$ cat src/cpg_pkg.sv
// constants, carrier types and states of the converter protection and power-good block
//
// What this block does
// - discharge is governed by a control bit that resets to enabled
// - discharge acts on enable pin low, switching off, thermal shutdown or either lockout
// - discharge stays unavailable until the converter was enabled once after power up
// - supply below low threshold locks out: switching stops, discharge on if enabled
// - supply above high threshold locks out: switching stops, discharge on if enabled
// - high lockout ends below release threshold and restarts with fresh soft start
// - high-side limit turns high side off, low side on, until low-side limit cleared
// - retry control bit picks retry protection when 1, plain current limit when 0
// - retry: 32 consecutive limited cycles halt switching 128 cycles, then soft start
// - retry trip sets retry event flag and holds good output low until regulating
// - detect, pause and soft-start attempt repeat while the overload persists
// - status read clears retry event flag only when no overload is present
// - limit mode: four or more consecutive limited cycles set current limit flag
// - status read clears current limit flag only when no overload is present
// - good pin is open drain when primary, soft-start-done input when secondary
// - window comparator flags out of window below 95 or above 105 percent
// - window result deglitched about 40 us, delaying the rising good indication
// - with blanking set, window result is ignored while a voltage ramp runs
// - good output forced low in shutdown, disabled, low lockout and soft start
package cpg_pkg;

  // ****************************************************************
  // register map
  // ****************************************************************
  localparam logic [7:0] CTRL_OFFSET   = 8'h00;
  localparam logic [7:0] STATUS_OFFSET = 8'h04;
  localparam logic [7:0] STATE_OFFSET  = 8'h08;

  // control field positions and reset value
  localparam int CTRL_DISCH_BIT   = 0;
  localparam int CTRL_SWITCHING_ENABLE_BIT    = 1;
  localparam int CTRL_RETRY_BIT   = 2;
  localparam int CTRL_BLANK_BIT   = 3;
  localparam int CTRL_SECOND_BIT  = 4;
  localparam logic [4:0] CTRL_RESET = 5'h03;

  // ****************************************************************
  // timing
  // ****************************************************************
  localparam int CLK_PERIOD_NS   = 100;
  localparam int DEGLITCH_NS     = 40000;
  localparam int DEGLITCH_CYCLES = (DEGLITCH_NS + CLK_PERIOD_NS - 1) / CLK_PERIOD_NS;
  localparam int PAUSE_CYCLES    = 128;
  localparam int TRIP_CYCLES     = 32;
  localparam int FLAG_CYCLES     = 4;

  // ****************************************************************
  // carrier types
  // ****************************************************************
  typedef struct packed {
    logic second;  // secondary device in a stack
    logic blank;   // good_blank_during_ramp
    logic retry;   // retry_protect_enable
    logic switching_enable;    // switching_enable
    logic disch;   // output_discharge_enable
  } cpg_ctrl_type;

  typedef struct packed {
    logic en_pin;        // enable pin level
    logic supply_low;    // supply below 2.5 V
    logic supply_high;   // supply above 6.3 V
    logic supply_ok_hi;  // supply below 6.2 V
    logic hs_over;       // high-side current above limit
    logic ls_below;      // inductor current below low-side limit
    logic out_window;    // output below 95 or above 105 percent
    logic thermal_shut;  // thermal shutdown active
  } cpg_sense_type;

  typedef struct packed {
    logic switching_run;
    logic hs_allow;
    logic ls_force;
    logic softstart_go;
    logic discharge_on;
  } cpg_drive_type;

  typedef enum logic [1:0] {
    ST_OFF   = 2'b00,
    ST_SOFT  = 2'b01,
    ST_RUN   = 2'b11,
    ST_PAUSE = 2'b10
  } cpg_state_type;

endpackage

$ cat src/cpg_top.sv
// converter fault supervision, current limit, discharge and power-good logic
`timescale 1ns/10ps

module cpg_top #(
  parameter int PAUSE_CYCLES    = cpg_pkg::PAUSE_CYCLES,
  parameter int TRIP_CYCLES     = cpg_pkg::TRIP_CYCLES,
  parameter int FLAG_CYCLES     = cpg_pkg::FLAG_CYCLES,
  parameter int DEGLITCH_CYCLES = cpg_pkg::DEGLITCH_CYCLES
) (
  // clock and reset
  input  wire logic                   clk_sys,
  input  wire logic                   rstn,
  // ahb-lite slave
  input  wire logic                   hsel,
  input  wire logic [31:0]            haddr,
  input  wire logic [1:0]             htrans,
  input  wire logic                   hwrite,
  input  wire logic [2:0]             hsize,
  input  wire logic [31:0]            hwdata,
  input  wire logic                   hready,
  output logic      [31:0]            hrdata,
  output logic                        hreadyout,
  output logic                        hresp,
  // analog comparators and pins
  input  wire cpg_pkg::cpg_sense_type sense,
  // converter core, same clock
  input  wire logic                   sw_tick,
  input  wire logic                   softstart_done,
  input  wire logic                   ramp_active,
  // power stage
  output cpg_pkg::cpg_drive_type      drive,
  output logic                        ccm_mode,
  // good pin, open drain
  input  wire logic                   good_in,
  output logic                        good_out,
  output logic                        good_oe_n
);

  // ****************************************************************
  // input synchronisers
  // ****************************************************************
  cpg_pkg::cpg_sense_type sense_meta_r;
  cpg_pkg::cpg_sense_type s;
  logic                   good_meta_r;
  logic                   good_sync_r;

  // two flops on every pin-side input
  always_ff @(posedge clk_sys or negedge rstn) begin
    if (!rstn) begin
      sense_meta_r <= '0;
      s            <= '0;
      good_meta_r  <= 1'b0;
      good_sync_r  <= 1'b0;
    end else begin
      sense_meta_r <= sense;
      s            <= sense_meta_r;
      good_meta_r  <= good_in;
      good_sync_r  <= good_meta_r;
    end
  end

  // ****************************************************************
  // registers and bus slave
  // ****************************************************************
  cpg_pkg::cpg_ctrl_type ctrl_r;
  cpg_pkg::cpg_state_type state_r;
  cpg_pkg::cpg_state_type state_nxt;
  logic       wr_pend_r;
  logic [7:0] wr_addr_r;
  logic       retry_flag_r;
  logic       current_limit_flag_flag_r;
  logic       supply_high_lockout_r;
  logic       addr_phase;
  logic       rd_status;

  function automatic logic reg_hit(input logic [31:0] addr, input logic [7:0] off);
    reg_hit = (addr[31:8] == 24'h000000) && (addr[7:0] == off);
  endfunction

  assign addr_phase = hsel && htrans[1] && hready;
  assign rd_status  = addr_phase && !hwrite && reg_hit(haddr, cpg_pkg::STATUS_OFFSET);

  // zero-wait slave, always okay
  always_ff @(posedge clk_sys or negedge rstn) begin
    if (!rstn) begin
      hreadyout <= 1'b0;
      hresp     <= 1'b0;
    end else begin
      hreadyout <= 1'b1;
      hresp     <= 1'b0;
    end
  end

  // write address capture for the data phase
  always_ff @(posedge clk_sys or negedge rstn) begin
    if (!rstn) begin
      wr_pend_r <= 1'b0;
      wr_addr_r <= 8'h00;
    end else if (hready) begin
      wr_pend_r <= addr_phase && hwrite && (haddr[31:8] == 24'h000000);
      wr_addr_r <= haddr[7:0];
    end
  end

  // control register, only the control word is writable
  always_ff @(posedge clk_sys or negedge rstn) begin
    if (!rstn) begin
      ctrl_r <= cpg_pkg::CTRL_RESET;
    end else if (wr_pend_r && wr_addr_r == cpg_pkg::CTRL_OFFSET) begin
      ctrl_r <= hwdata[4:0];
    end
  end

  // read data latched in the address phase, unmapped reads zero
  always_ff @(posedge clk_sys or negedge rstn) begin
    if (!rstn) begin
      hrdata <= 32'h00000000;
    end else if (addr_phase && !hwrite) begin
      if (reg_hit(haddr, cpg_pkg::CTRL_OFFSET))
        hrdata <= {27'h0000000, ctrl_r};
      else if (reg_hit(haddr, cpg_pkg::STATUS_OFFSET))
        hrdata <= {30'h00000000, current_limit_flag_flag_r, retry_flag_r};
      else if (reg_hit(haddr, cpg_pkg::STATE_OFFSET))
        hrdata <= {25'h0000000, s.thermal_shut, supply_high_lockout_r, s.supply_low, ccm_mode, good_oe_n, state_r};
      else
        hrdata <= 32'h00000000;
    end
  end

  // ****************************************************************
  // lockouts and enable
  // ****************************************************************
  logic en_ok;
  logic armed_r;

  // high lockout latch, released below lower threshold
  always_ff @(posedge clk_sys or negedge rstn) begin
    if (!rstn)
      supply_high_lockout_r <= 1'b0;
    else if (s.supply_high)
      supply_high_lockout_r <= 1'b1;
    else if (s.supply_ok_hi)
      supply_high_lockout_r <= 1'b0;
  end

  // low lockout and others block switching
  assign en_ok = s.en_pin && ctrl_r.switching_enable && !s.supply_low && !supply_high_lockout_r && !s.thermal_shut;

  always_ff @(posedge clk_sys or negedge rstn) begin
    if (!rstn)
      armed_r <= 1'b0;
    else if (s.en_pin && ctrl_r.switching_enable)
      armed_r <= 1'b1;
  end

  // ****************************************************************
  // current limit and consecutive cycle counting
  // ****************************************************************
  logic       hs_block_r;
  logic       hs_block_nxt;
  logic       cycle_lim_r;
  logic       lim_now;
  logic [5:0] consec_r;
  logic       trip;
  logic       current_limit_flag_set;
  logic       overload;
  logic       switching;

  assign switching = (state_r == cpg_pkg::ST_SOFT) || (state_r == cpg_pkg::ST_RUN);
  assign lim_now   = cycle_lim_r || s.hs_over;

  // hold high side off until current below low-side limit
  always_comb begin
    hs_block_nxt = hs_block_r;
    if (s.hs_over)
      hs_block_nxt = 1'b1;
    else if (s.ls_below)
      hs_block_nxt = 1'b0;
  end

  always_ff @(posedge clk_sys or negedge rstn) begin
    if (!rstn)
      hs_block_r <= 1'b0;
    else
      hs_block_r <= hs_block_nxt;
  end

  // limit seen within the current switching cycle
  always_ff @(posedge clk_sys or negedge rstn) begin
    if (!rstn)
      cycle_lim_r <= 1'b0;
    else if (sw_tick)
      cycle_lim_r <= s.hs_over;
    else if (s.hs_over)
      cycle_lim_r <= 1'b1;
  end

  // trip on the 32nd limited cycle, retry bit selects mode
  assign trip     = ctrl_r.retry && switching && sw_tick && lim_now &&
                    (consec_r == 6'(TRIP_CYCLES - 1));
  // four or more limited cycles in limit mode
  assign current_limit_flag_set = !ctrl_r.retry && sw_tick && lim_now && (consec_r >= 6'(FLAG_CYCLES - 1));
  assign overload = lim_now || (consec_r != 6'h00) || (state_r == cpg_pkg::ST_PAUSE);

  // consecutive limited cycle counter, saturating
  always_ff @(posedge clk_sys or negedge rstn) begin
    if (!rstn)
      consec_r <= 6'h00;
    else if (!switching || trip)
      consec_r <= 6'h00;
    else if (sw_tick)
      consec_r <= lim_now ? ((consec_r == 6'h3f) ? consec_r : consec_r + 6'h01) : 6'h00;
  end

  // ****************************************************************
  // status flags, set wins over read clear
  // ****************************************************************
  // retry event flag, cleared by read when no overload
  always_ff @(posedge clk_sys or negedge rstn) begin
    if (!rstn)
      retry_flag_r <= 1'b0;
    else if (trip)
      retry_flag_r <= 1'b1;
    else if (rd_status && !overload)
      retry_flag_r <= 1'b0;
  end

  // limit flag, cleared by read when no overload
  always_ff @(posedge clk_sys or negedge rstn) begin
    if (!rstn)
      current_limit_flag_flag_r <= 1'b0;
    else if (current_limit_flag_set)
      current_limit_flag_flag_r <= 1'b1;
    else if (rd_status && !overload)
      current_limit_flag_flag_r <= 1'b0;
  end

  // ****************************************************************
  // sequencer and pause counter
  // ****************************************************************
  logic [7:0] pause_cnt_r;
  logic       pause_done;

  assign pause_done = sw_tick && (pause_cnt_r == 8'(PAUSE_CYCLES - 1));

  always_ff @(posedge clk_sys or negedge rstn) begin
    if (!rstn)
      pause_cnt_r <= 8'h00;
    else if (state_r != cpg_pkg::ST_PAUSE)
      pause_cnt_r <= 8'h00;
    else if (sw_tick)
      pause_cnt_r <= pause_cnt_r + 8'h01;
  end

  // trip, pause and soft start repeat while overloaded
  always_comb begin
    state_nxt = state_r;
    case (state_r)
      cpg_pkg::ST_OFF: begin
        if (en_ok)
          state_nxt = cpg_pkg::ST_SOFT;
      end
      cpg_pkg::ST_SOFT: begin
        if (!en_ok)
          state_nxt = cpg_pkg::ST_OFF;
        else if (trip)
          state_nxt = cpg_pkg::ST_PAUSE;
        else if (softstart_done)
          state_nxt = cpg_pkg::ST_RUN;
      end
      cpg_pkg::ST_RUN: begin
        if (!en_ok)
          state_nxt = cpg_pkg::ST_OFF;
        else if (trip)
          state_nxt = cpg_pkg::ST_PAUSE;
      end
      cpg_pkg::ST_PAUSE: begin
        if (!en_ok)
          state_nxt = cpg_pkg::ST_OFF;
        else if (pause_done)
          state_nxt = cpg_pkg::ST_SOFT;
      end
      default: state_nxt = cpg_pkg::ST_OFF;
    endcase
  end

  always_ff @(posedge clk_sys or negedge rstn) begin
    if (!rstn)
      state_r <= cpg_pkg::ST_OFF;
    else
      state_r <= state_nxt;
  end

  // ****************************************************************
  // power stage drive
  // ****************************************************************
  always_ff @(posedge clk_sys or negedge rstn) begin
    if (!rstn) begin
      drive <= '0;
    end else begin
      drive.switching_run <= switching;
      // high side off, low side on while blocked
      drive.hs_allow      <= switching && !hs_block_nxt;
      drive.ls_force      <= switching && hs_block_nxt;
      // fresh soft start on each entry
      drive.softstart_go  <= (state_nxt == cpg_pkg::ST_SOFT) && (state_r != cpg_pkg::ST_SOFT);
      // discharge conditions gated by enable bit and arming
      drive.discharge_on  <= ctrl_r.disch && armed_r &&
                             (!s.en_pin || !ctrl_r.switching_enable || s.thermal_shut || s.supply_low || supply_high_lockout_r);
    end
  end

  // ****************************************************************
  // power good
  // ****************************************************************
  logic       good_raw;
  logic [8:0] glitch_cnt_r;
  logic       filt_r;
  logic       forced_low;

  // out-of-window from comparator, blanked during ramps
  assign good_raw   = !s.out_window || (ctrl_r.blank && ramp_active);
  // low in shutdown, disabled, lockout, soft start or pause
  assign forced_low = !en_ok || (state_r != cpg_pkg::ST_RUN);

  // rising edge waits a full deglitch interval
  always_ff @(posedge clk_sys or negedge rstn) begin
    if (!rstn) begin
      glitch_cnt_r <= 9'h000;
      filt_r       <= 1'b0;
    end else if (forced_low || !good_raw) begin
      glitch_cnt_r <= 9'h000;
      filt_r       <= 1'b0;
    end else if (!filt_r) begin
      glitch_cnt_r <= glitch_cnt_r + 9'h001;
      filt_r       <= (glitch_cnt_r == 9'(DEGLITCH_CYCLES - 1));
    end
  end

  // primary drives window status, secondary releases after soft start
  always_ff @(posedge clk_sys or negedge rstn) begin
    if (!rstn) begin
      good_oe_n <= 1'b0;
      good_out  <= 1'b0;
    end else begin
      good_out <= 1'b0;
      if (ctrl_r.second)
        good_oe_n <= !forced_low;
      else
        good_oe_n <= !forced_low && filt_r && good_raw;
    end
  end

  // secondary moves to continuous conduction once the shared pin rises
  always_ff @(posedge clk_sys or negedge rstn) begin
    if (!rstn)
      ccm_mode <= 1'b0;
    else if (!ctrl_r.second)
      ccm_mode <= 1'b1;
    else if (state_r == cpg_pkg::ST_OFF)
      ccm_mode <= 1'b0;
    else if (good_sync_r && state_r == cpg_pkg::ST_RUN)
      ccm_mode <= 1'b1;
  end
endmodule

$ cat config.mk
export PLATFORM = sky130hd
export DESIGN_NAME = cpg_top
export DESIGN_NICKNAME = d
export VERILOG_FILES = /design/src/cpg_pkg.sv /design/src/cpg_top.sv
export SDC_FILE = /design/constraint.sdc
export NUM_CORES = 1
export LEC_CHECK = 0
export ABC_AREA = 0
export BUFFER_PORTS_ARGS = -buffer_cell sky130_fd_sc_hd__buf_2
export CAP_MARGIN = 20
export CORE_ASPECT_RATIO = 1.2
export CORE_MARGIN = 2
export CORE_UTILIZATION = 51
export CTS_BUF_LIST = sky130_fd_sc_hd__clkbuf_4
export CTS_CLUSTER_SIZE = 20
export DETAILED_ROUTE_END_ITERATION = 10
export PLACE_DENSITY = 0.82
export SLEW_MARGIN = 40
export SYNTH_ARGS = -nofsm -noshare
export SYNTH_HDL_FRONTEND = slang
export SYNTH_SLANG_ARGS = --single-unit
$ cat constraint.sdc
create_clock -name clk_sys -period 2.5 [get_ports clk_sys]
set_clock_uncertainty 0.15 [all_clocks]
set_input_delay 0.25 -clock clk_sys [delete_from_list [all_inputs] [get_ports clk_sys]]
set_output_delay 0.25 -clock clk_sys [all_outputs]
set_load 0.01 [all_outputs]
# After elaboration in Yosys (flattened, before gate mapping)
# Index checks and enable logic that the tools add are counted.
[classes] n_addsub=3 magnitude_cmp=1 eq_ne=16 muxes=35 reduce_logical=70
[ops] op="$logic_and A1 B1 Y1" count=32
[ops] op="$logic_not A24 Y1" count=1
[ops] op="$mux W6" count=4
[ops] op="$mux W7" count=3
[ops] op="$mux W9" count=2
[ops] op="$logic_not A8 Y1" count=2
[ops] op="$mux W2" count=8
[ops] op="$mux W8" count=2
[ops] op="$mux W1" count=15
[ops] op="$logic_not A1 Y1" count=14
[ops] op="$logic_or A1 B1 Y1" count=12
[ops] op="$reduce_bool A2 Y1" count=6
[ops] op="$add A9 B1 Y9 const B" count=1
[ops] op="$eq A9 B9 Y1 const B" count=1
[ops] op="$add A8 B1 Y8 const B" count=1
[ops] op="$eq A8 B3 Y1 const B" count=1
[ops] op="$eq A8 B4 Y1 const B" count=1
[ops] op="$eq A8 B7 Y1 const B" count=1
[ops] op="$pmux W2 S4" count=1
[ops] op="$add A6 B1 Y6 const B" count=1
[ops] op="$eq A6 B5 Y1 const B" count=1
[ops] op="$eq A6 B6 Y1 const B" count=1
[ops] op="$ge A6 B2 Y1 const B" count=1
[ops] op="$reduce_bool A6 Y1" count=1
[ops] op="other kinds (8)" count=12
[word_totals] ff_bits=104 input_bits=86 output_inout_bits=42 elab_cells=170

# Longest topological paths before layout
[logic_depth] ltp_word=11 mapped_depth=6

# Least setup slack after synthesis
# No wires, ideal clock.
[synth_timing] kind="reg-to-reg" startpoint="reg consec_r[3]" endpoint="reg current_limit_flag_flag_r" arrival_time_ns=1.496 t_required_ns=2.229 setup_slack_ns=0.733 path_stages_with_launch=4 path_buffers=0 synth_period_minus_slack_ns=1.767 cell_sequence="dfrtp_1 -> or4_1 -> or3_1 -> o22a_1"
[synth_via] elab_chain_len=6
[synth_rtl] item="start: declaration" line="cpg_top.sv:163" rtl="logic [5:0] consec_r;"
[synth_rtl] item="start signal: assignment" line="cpg_top.sv:212" rtl="consec_r <= lim_now ? ((consec_r == 6'h3f) ? consec_r : consec_r + 6'h01) : 6'h00;"
[synth_rtl] item="parallel branches: the longest is 6 deep, another holds $ge A6 B2 Y1"
[synth_rtl] item="end signal: assignment" line="cpg_top.sv:231" rtl="current_limit_flag_flag_r <= 1'b0;"
[synth_rtl] item="end signal: assignment" line="cpg_top.sv:233" rtl="current_limit_flag_flag_r <= 1'b1;"
[synth_rtl] item="end signal: assignment" line="cpg_top.sv:235" rtl="current_limit_flag_flag_r <= 1'b0;"
[synth_rtl] item="end: declaration" line="cpg_top.sv:71" rtl="logic current_limit_flag_flag_r;"
# Parallel ways; which one is timed is not known.
# A chain may end at the register's enable or synchronous reset.

# Worst setup path after layout
[layout_timing] startpoint="in haddr[0]" endpoint="reg current_limit_flag_flag_r"
[layout_via] elab_chain_len=5
[layout_rtl] item="start: declaration" line="cpg_top.sv:15" rtl="input wire logic [31:0] haddr,"
[layout_rtl] item="$eq A8 B3 Y1" line="cpg_top.sv:77" rtl="reg_hit = (addr[31:8] == 24'h000000) && (addr[7:0] == off);"
[layout_rtl] item="$logic_and A1 B1 Y1" line="cpg_top.sv:77"
[layout_rtl] item="$logic_and A1 B1 Y1" line="cpg_top.sv:81" rtl="assign rd_status = addr_phase && !hwrite && reg_hit(haddr, cpg_pkg::STATUS_OFFSET);"
[layout_rtl] item="$logic_and A1 B1 Y1" line="cpg_top.sv:234" rtl="else if (rd_status && !overload)"
[layout_rtl] item="$reduce_bool A2 Y1 (no line)"
# Every way passes these cells.

==> out/results.txt <==
Post-synth EDFFs: 0
CP Cell Sequence: dlygate4sd3_1, buf_2, nor4_2, nor3b_2, nand4_1, o22a_1
CTS sink cnt: 79
Core area: 6730 sq um
First-pass GRT wire length: 11.1 mm
Vias in the first global route: 2493
YS warnings: 0
Antenna violations before repair: 0
HP Class: input pin to flip-flop
# H-tree levels: 3
Commonest cells after routing, fill and taps aside: 77 x dfrtp_1, 68 x buf_2, 28 x conb_1
Nets@finish: 503
Layout area overhead: 21.6%
Hold WS: 0.0302 ns
GRT overflow: 0
Startpoint type of the worst setup path: input pin
Yosys reg bits: 79
Vias: 2577
PnR worst setup slack: 0.408 ns
I/O pin cnt: 128
Synth unique cells: 48
Diodes inserted: 0
Asr flop ratio synth: 100%
Total power: 2410 uW
Synth Area in Compound Gates: 7.17%
CTS Buf Count: 9
Sequential share of the synthesized area: 56.4%
Status: completed
Most common cell after layout, fill and taps aside: dfrtp_1
Die area: 7560 sq um
Max-cap violations: 0
Synth Area in XOR/XNOR: 3.50%
Post-DP HPWL: 4.95 mm
Leak: 0.00194 uW
Crit path time final: 2.09 ns
Critical path type: input pin to flip-flop
Peak supply drop: 0.473 mV
Residual DRC: 0
GP Congestion: 0.824
Worst-Margin Slew: 0.542 ns
Starting Density: 52.1%
Pwr per Cell Area: 565 nW/um^2
Mapped Area: 3510 sq um
Clock-pin slew of the registers on the worst-case setup and hold paths: 0.13 ns
CP peak stage delay: 0.56 ns
Cell count after synthesis: 317
Post-CTS setup buffers: 0
# resized after CTS: 0
DR pass1 iterations: 4
RSZ-0062 raised after global routing: false
Max Slew Vio Count: 0
Routed wire per std cell: 13.9 microns
Post-synthesis adder-cell area fraction: 1.43%
Root Buffer: clkbuf_4
Final worst-path cycle share: 83.7%
Pin count of the biggest net entering global routing: 45
Ys flop type: dfrtp_1
Fmax: 0.478 GHz
Clock Path Buffers: 2
Worst slack at placement: 0.507 ns
Critical Path RT: 2.65 ns
Setup TNS: 0 ns
Routed Antenna Nets: 0
Drt total wl: 7.00 mm
Mux cell area share after synthesis: 5.60%
All-Layer GR Usage: 19.2%
DIE WIDTH: 79.7 microns
WP data arrival: 2.25 ns
Critical path endpoint category: flip-flop
Vias/cell: 5.10
Core Rows: 33
Final hold violations: 0
R2r setup slk: 0.49 ns
IO buf count: 69
Chip height: 94.9 microns
Critical path fanouts, max: 7
Largest family of logic cells by synthesized area: simple AND/OR/NAND/NOR gates
Iter 0 DRT Violations: 145
Clk_lat worst skew: 0.41 ns
CTS tree: built
Final setup viols: 0
Hold Buf Count CTS: 24
Layout cells sized above 1: 26.3%
Synth Area in Simple Gates: 17.3%
Slowest CP cell: dlygate4sd3_1
Mean post-synth cell area: 11.1 sq um
Worst slew margin: 63.8%
==> logic make-up (layout without fill, tap and decap cells) <==
family	count (synthesis)	in the layout
buffers and inverters	50	125
AND/OR/NAND/NOR	110	110
XOR/XNOR	14	14
adder cells (fa/ha/maj)	4	4
AO/OA/AOI/OAI	40	40
flip-flops	79	79
other	2	28
multiplexers	18	18
==> synth_stat cells, types with 2 or more instances <==
cell type / number / area, sq um
buf_4: 27 / 203
nand2_1: 17 / 63.8
nor4_1: 11 / 68.8
dfrtp_1: 77 / 1930
xor2_1: 5 / 43.8
dfstp_2: 2 / 52.6
nor3_1: 6 / 30.0
xnor2_1: 9 / 78.8
conb_1: 2 / 7.51
nor2_1: 26 / 97.6
nand4b_1: 3 / 26.3
o21ai_0: 14 / 70.1
and3_1: 3 / 18.8
nand3_1: 7 / 35.0
nor4b_1: 2 / 17.5
o31ai_1: 3 / 22.5
or4_1: 2 / 15.0
clkbuf_1: 7 / 26.3
mux2_2: 13 / 146
nand2b_1: 4 / 25.0
nand4_1: 10 / 62.6
ha_1: 4 / 50.1
mux2i_1: 5 / 50.1
buf_2: 3 / 15.0
inv_1: 13 / 48.8
a21o_1: 2 / 15.0
or3_1: 5 / 31.3
a21oi_1: 10 / 50.1
a221oi_1: 2 / 17.5
and4_1: 3 / 26.3
nor2b_1: 3 / 18.8
==> report_power, final <==
group / internal [uW] / switching (uW) / leakage, uW
registers: 1320 / 25.7 / 0.00101
logic: 93.2 / 99.1 / 0.000851
clock network: 417 / 454 / 0.0000847
==> flip-flops by register name, summed over array words and instances, names as in the netlist, 2 cells and up <==
| register | cells |
|---|---|
| wr_addr_r | 8 |
| pause_cnt_r | 8 |
| s | 8 |
| glitch_cnt_r | 9 |
| consec_r | 6 |
| ctrl_r | 5 |
| hrdata | 7 |
| drive | 5 |
| state_r | 2 |
| sense_meta_r | 8 |
==> final timing paths <==
check                                       endpoint            start  cells past startpoint
max in group asynchronous                  ctrl_r[0]             rstn                      3
min                                     wr_addr_r[2]         haddr[2]                      2
max                        current_limit_flag_flag_r         haddr[0]                      6
min reg2reg                                     s[2]  sense_meta_r[2]                      0
min in group asynchronous                   drive[2]             rstn                      2
max reg2reg                              consec_r[1]      consec_r[0]                      5
==> area by class of cell <==
class                      count  area (sq um)
clock buffer                   9          67.6
clock inverter                 7           104
fill                         529          2460
inverter                      13          48.8
multi-input combinational    214          1330
sequential                    79          1980
tap                           87           109
timing repair buffer          96           623
==> metrics by stage <==
step	cells	util, %	cell area [sq um]
floorplan	343	-	3610
global placement	465	57.3	3850
detailed placement	465	57.3	3850
CTS	505	63.4	4270
global route	505	63.4	4270
finish	505	63.4	4270
==> per-layer routing <==
metal | part of all wire (%) | vias up | GRT usage, %
li1 | - | 1251 | -
met1 | 44 | 1251 | 24.3
met2 | 51 | 62 | 31.9
met3 | 3.7 | 13 | 3.35
met4 | 2.1 | 0 | 9.05
met5 | 0 | - | 0
==> critical path, delay by kind of cell <==
kind / cells / cell delay [ns]
and+or+nand+nor: 3 / 1.00
AOI/OAI and AO/OA: 1 / 0.29
buffers and inverters: 2 / 0.70
Note: power is estimated with default switching activity, not from simulation.
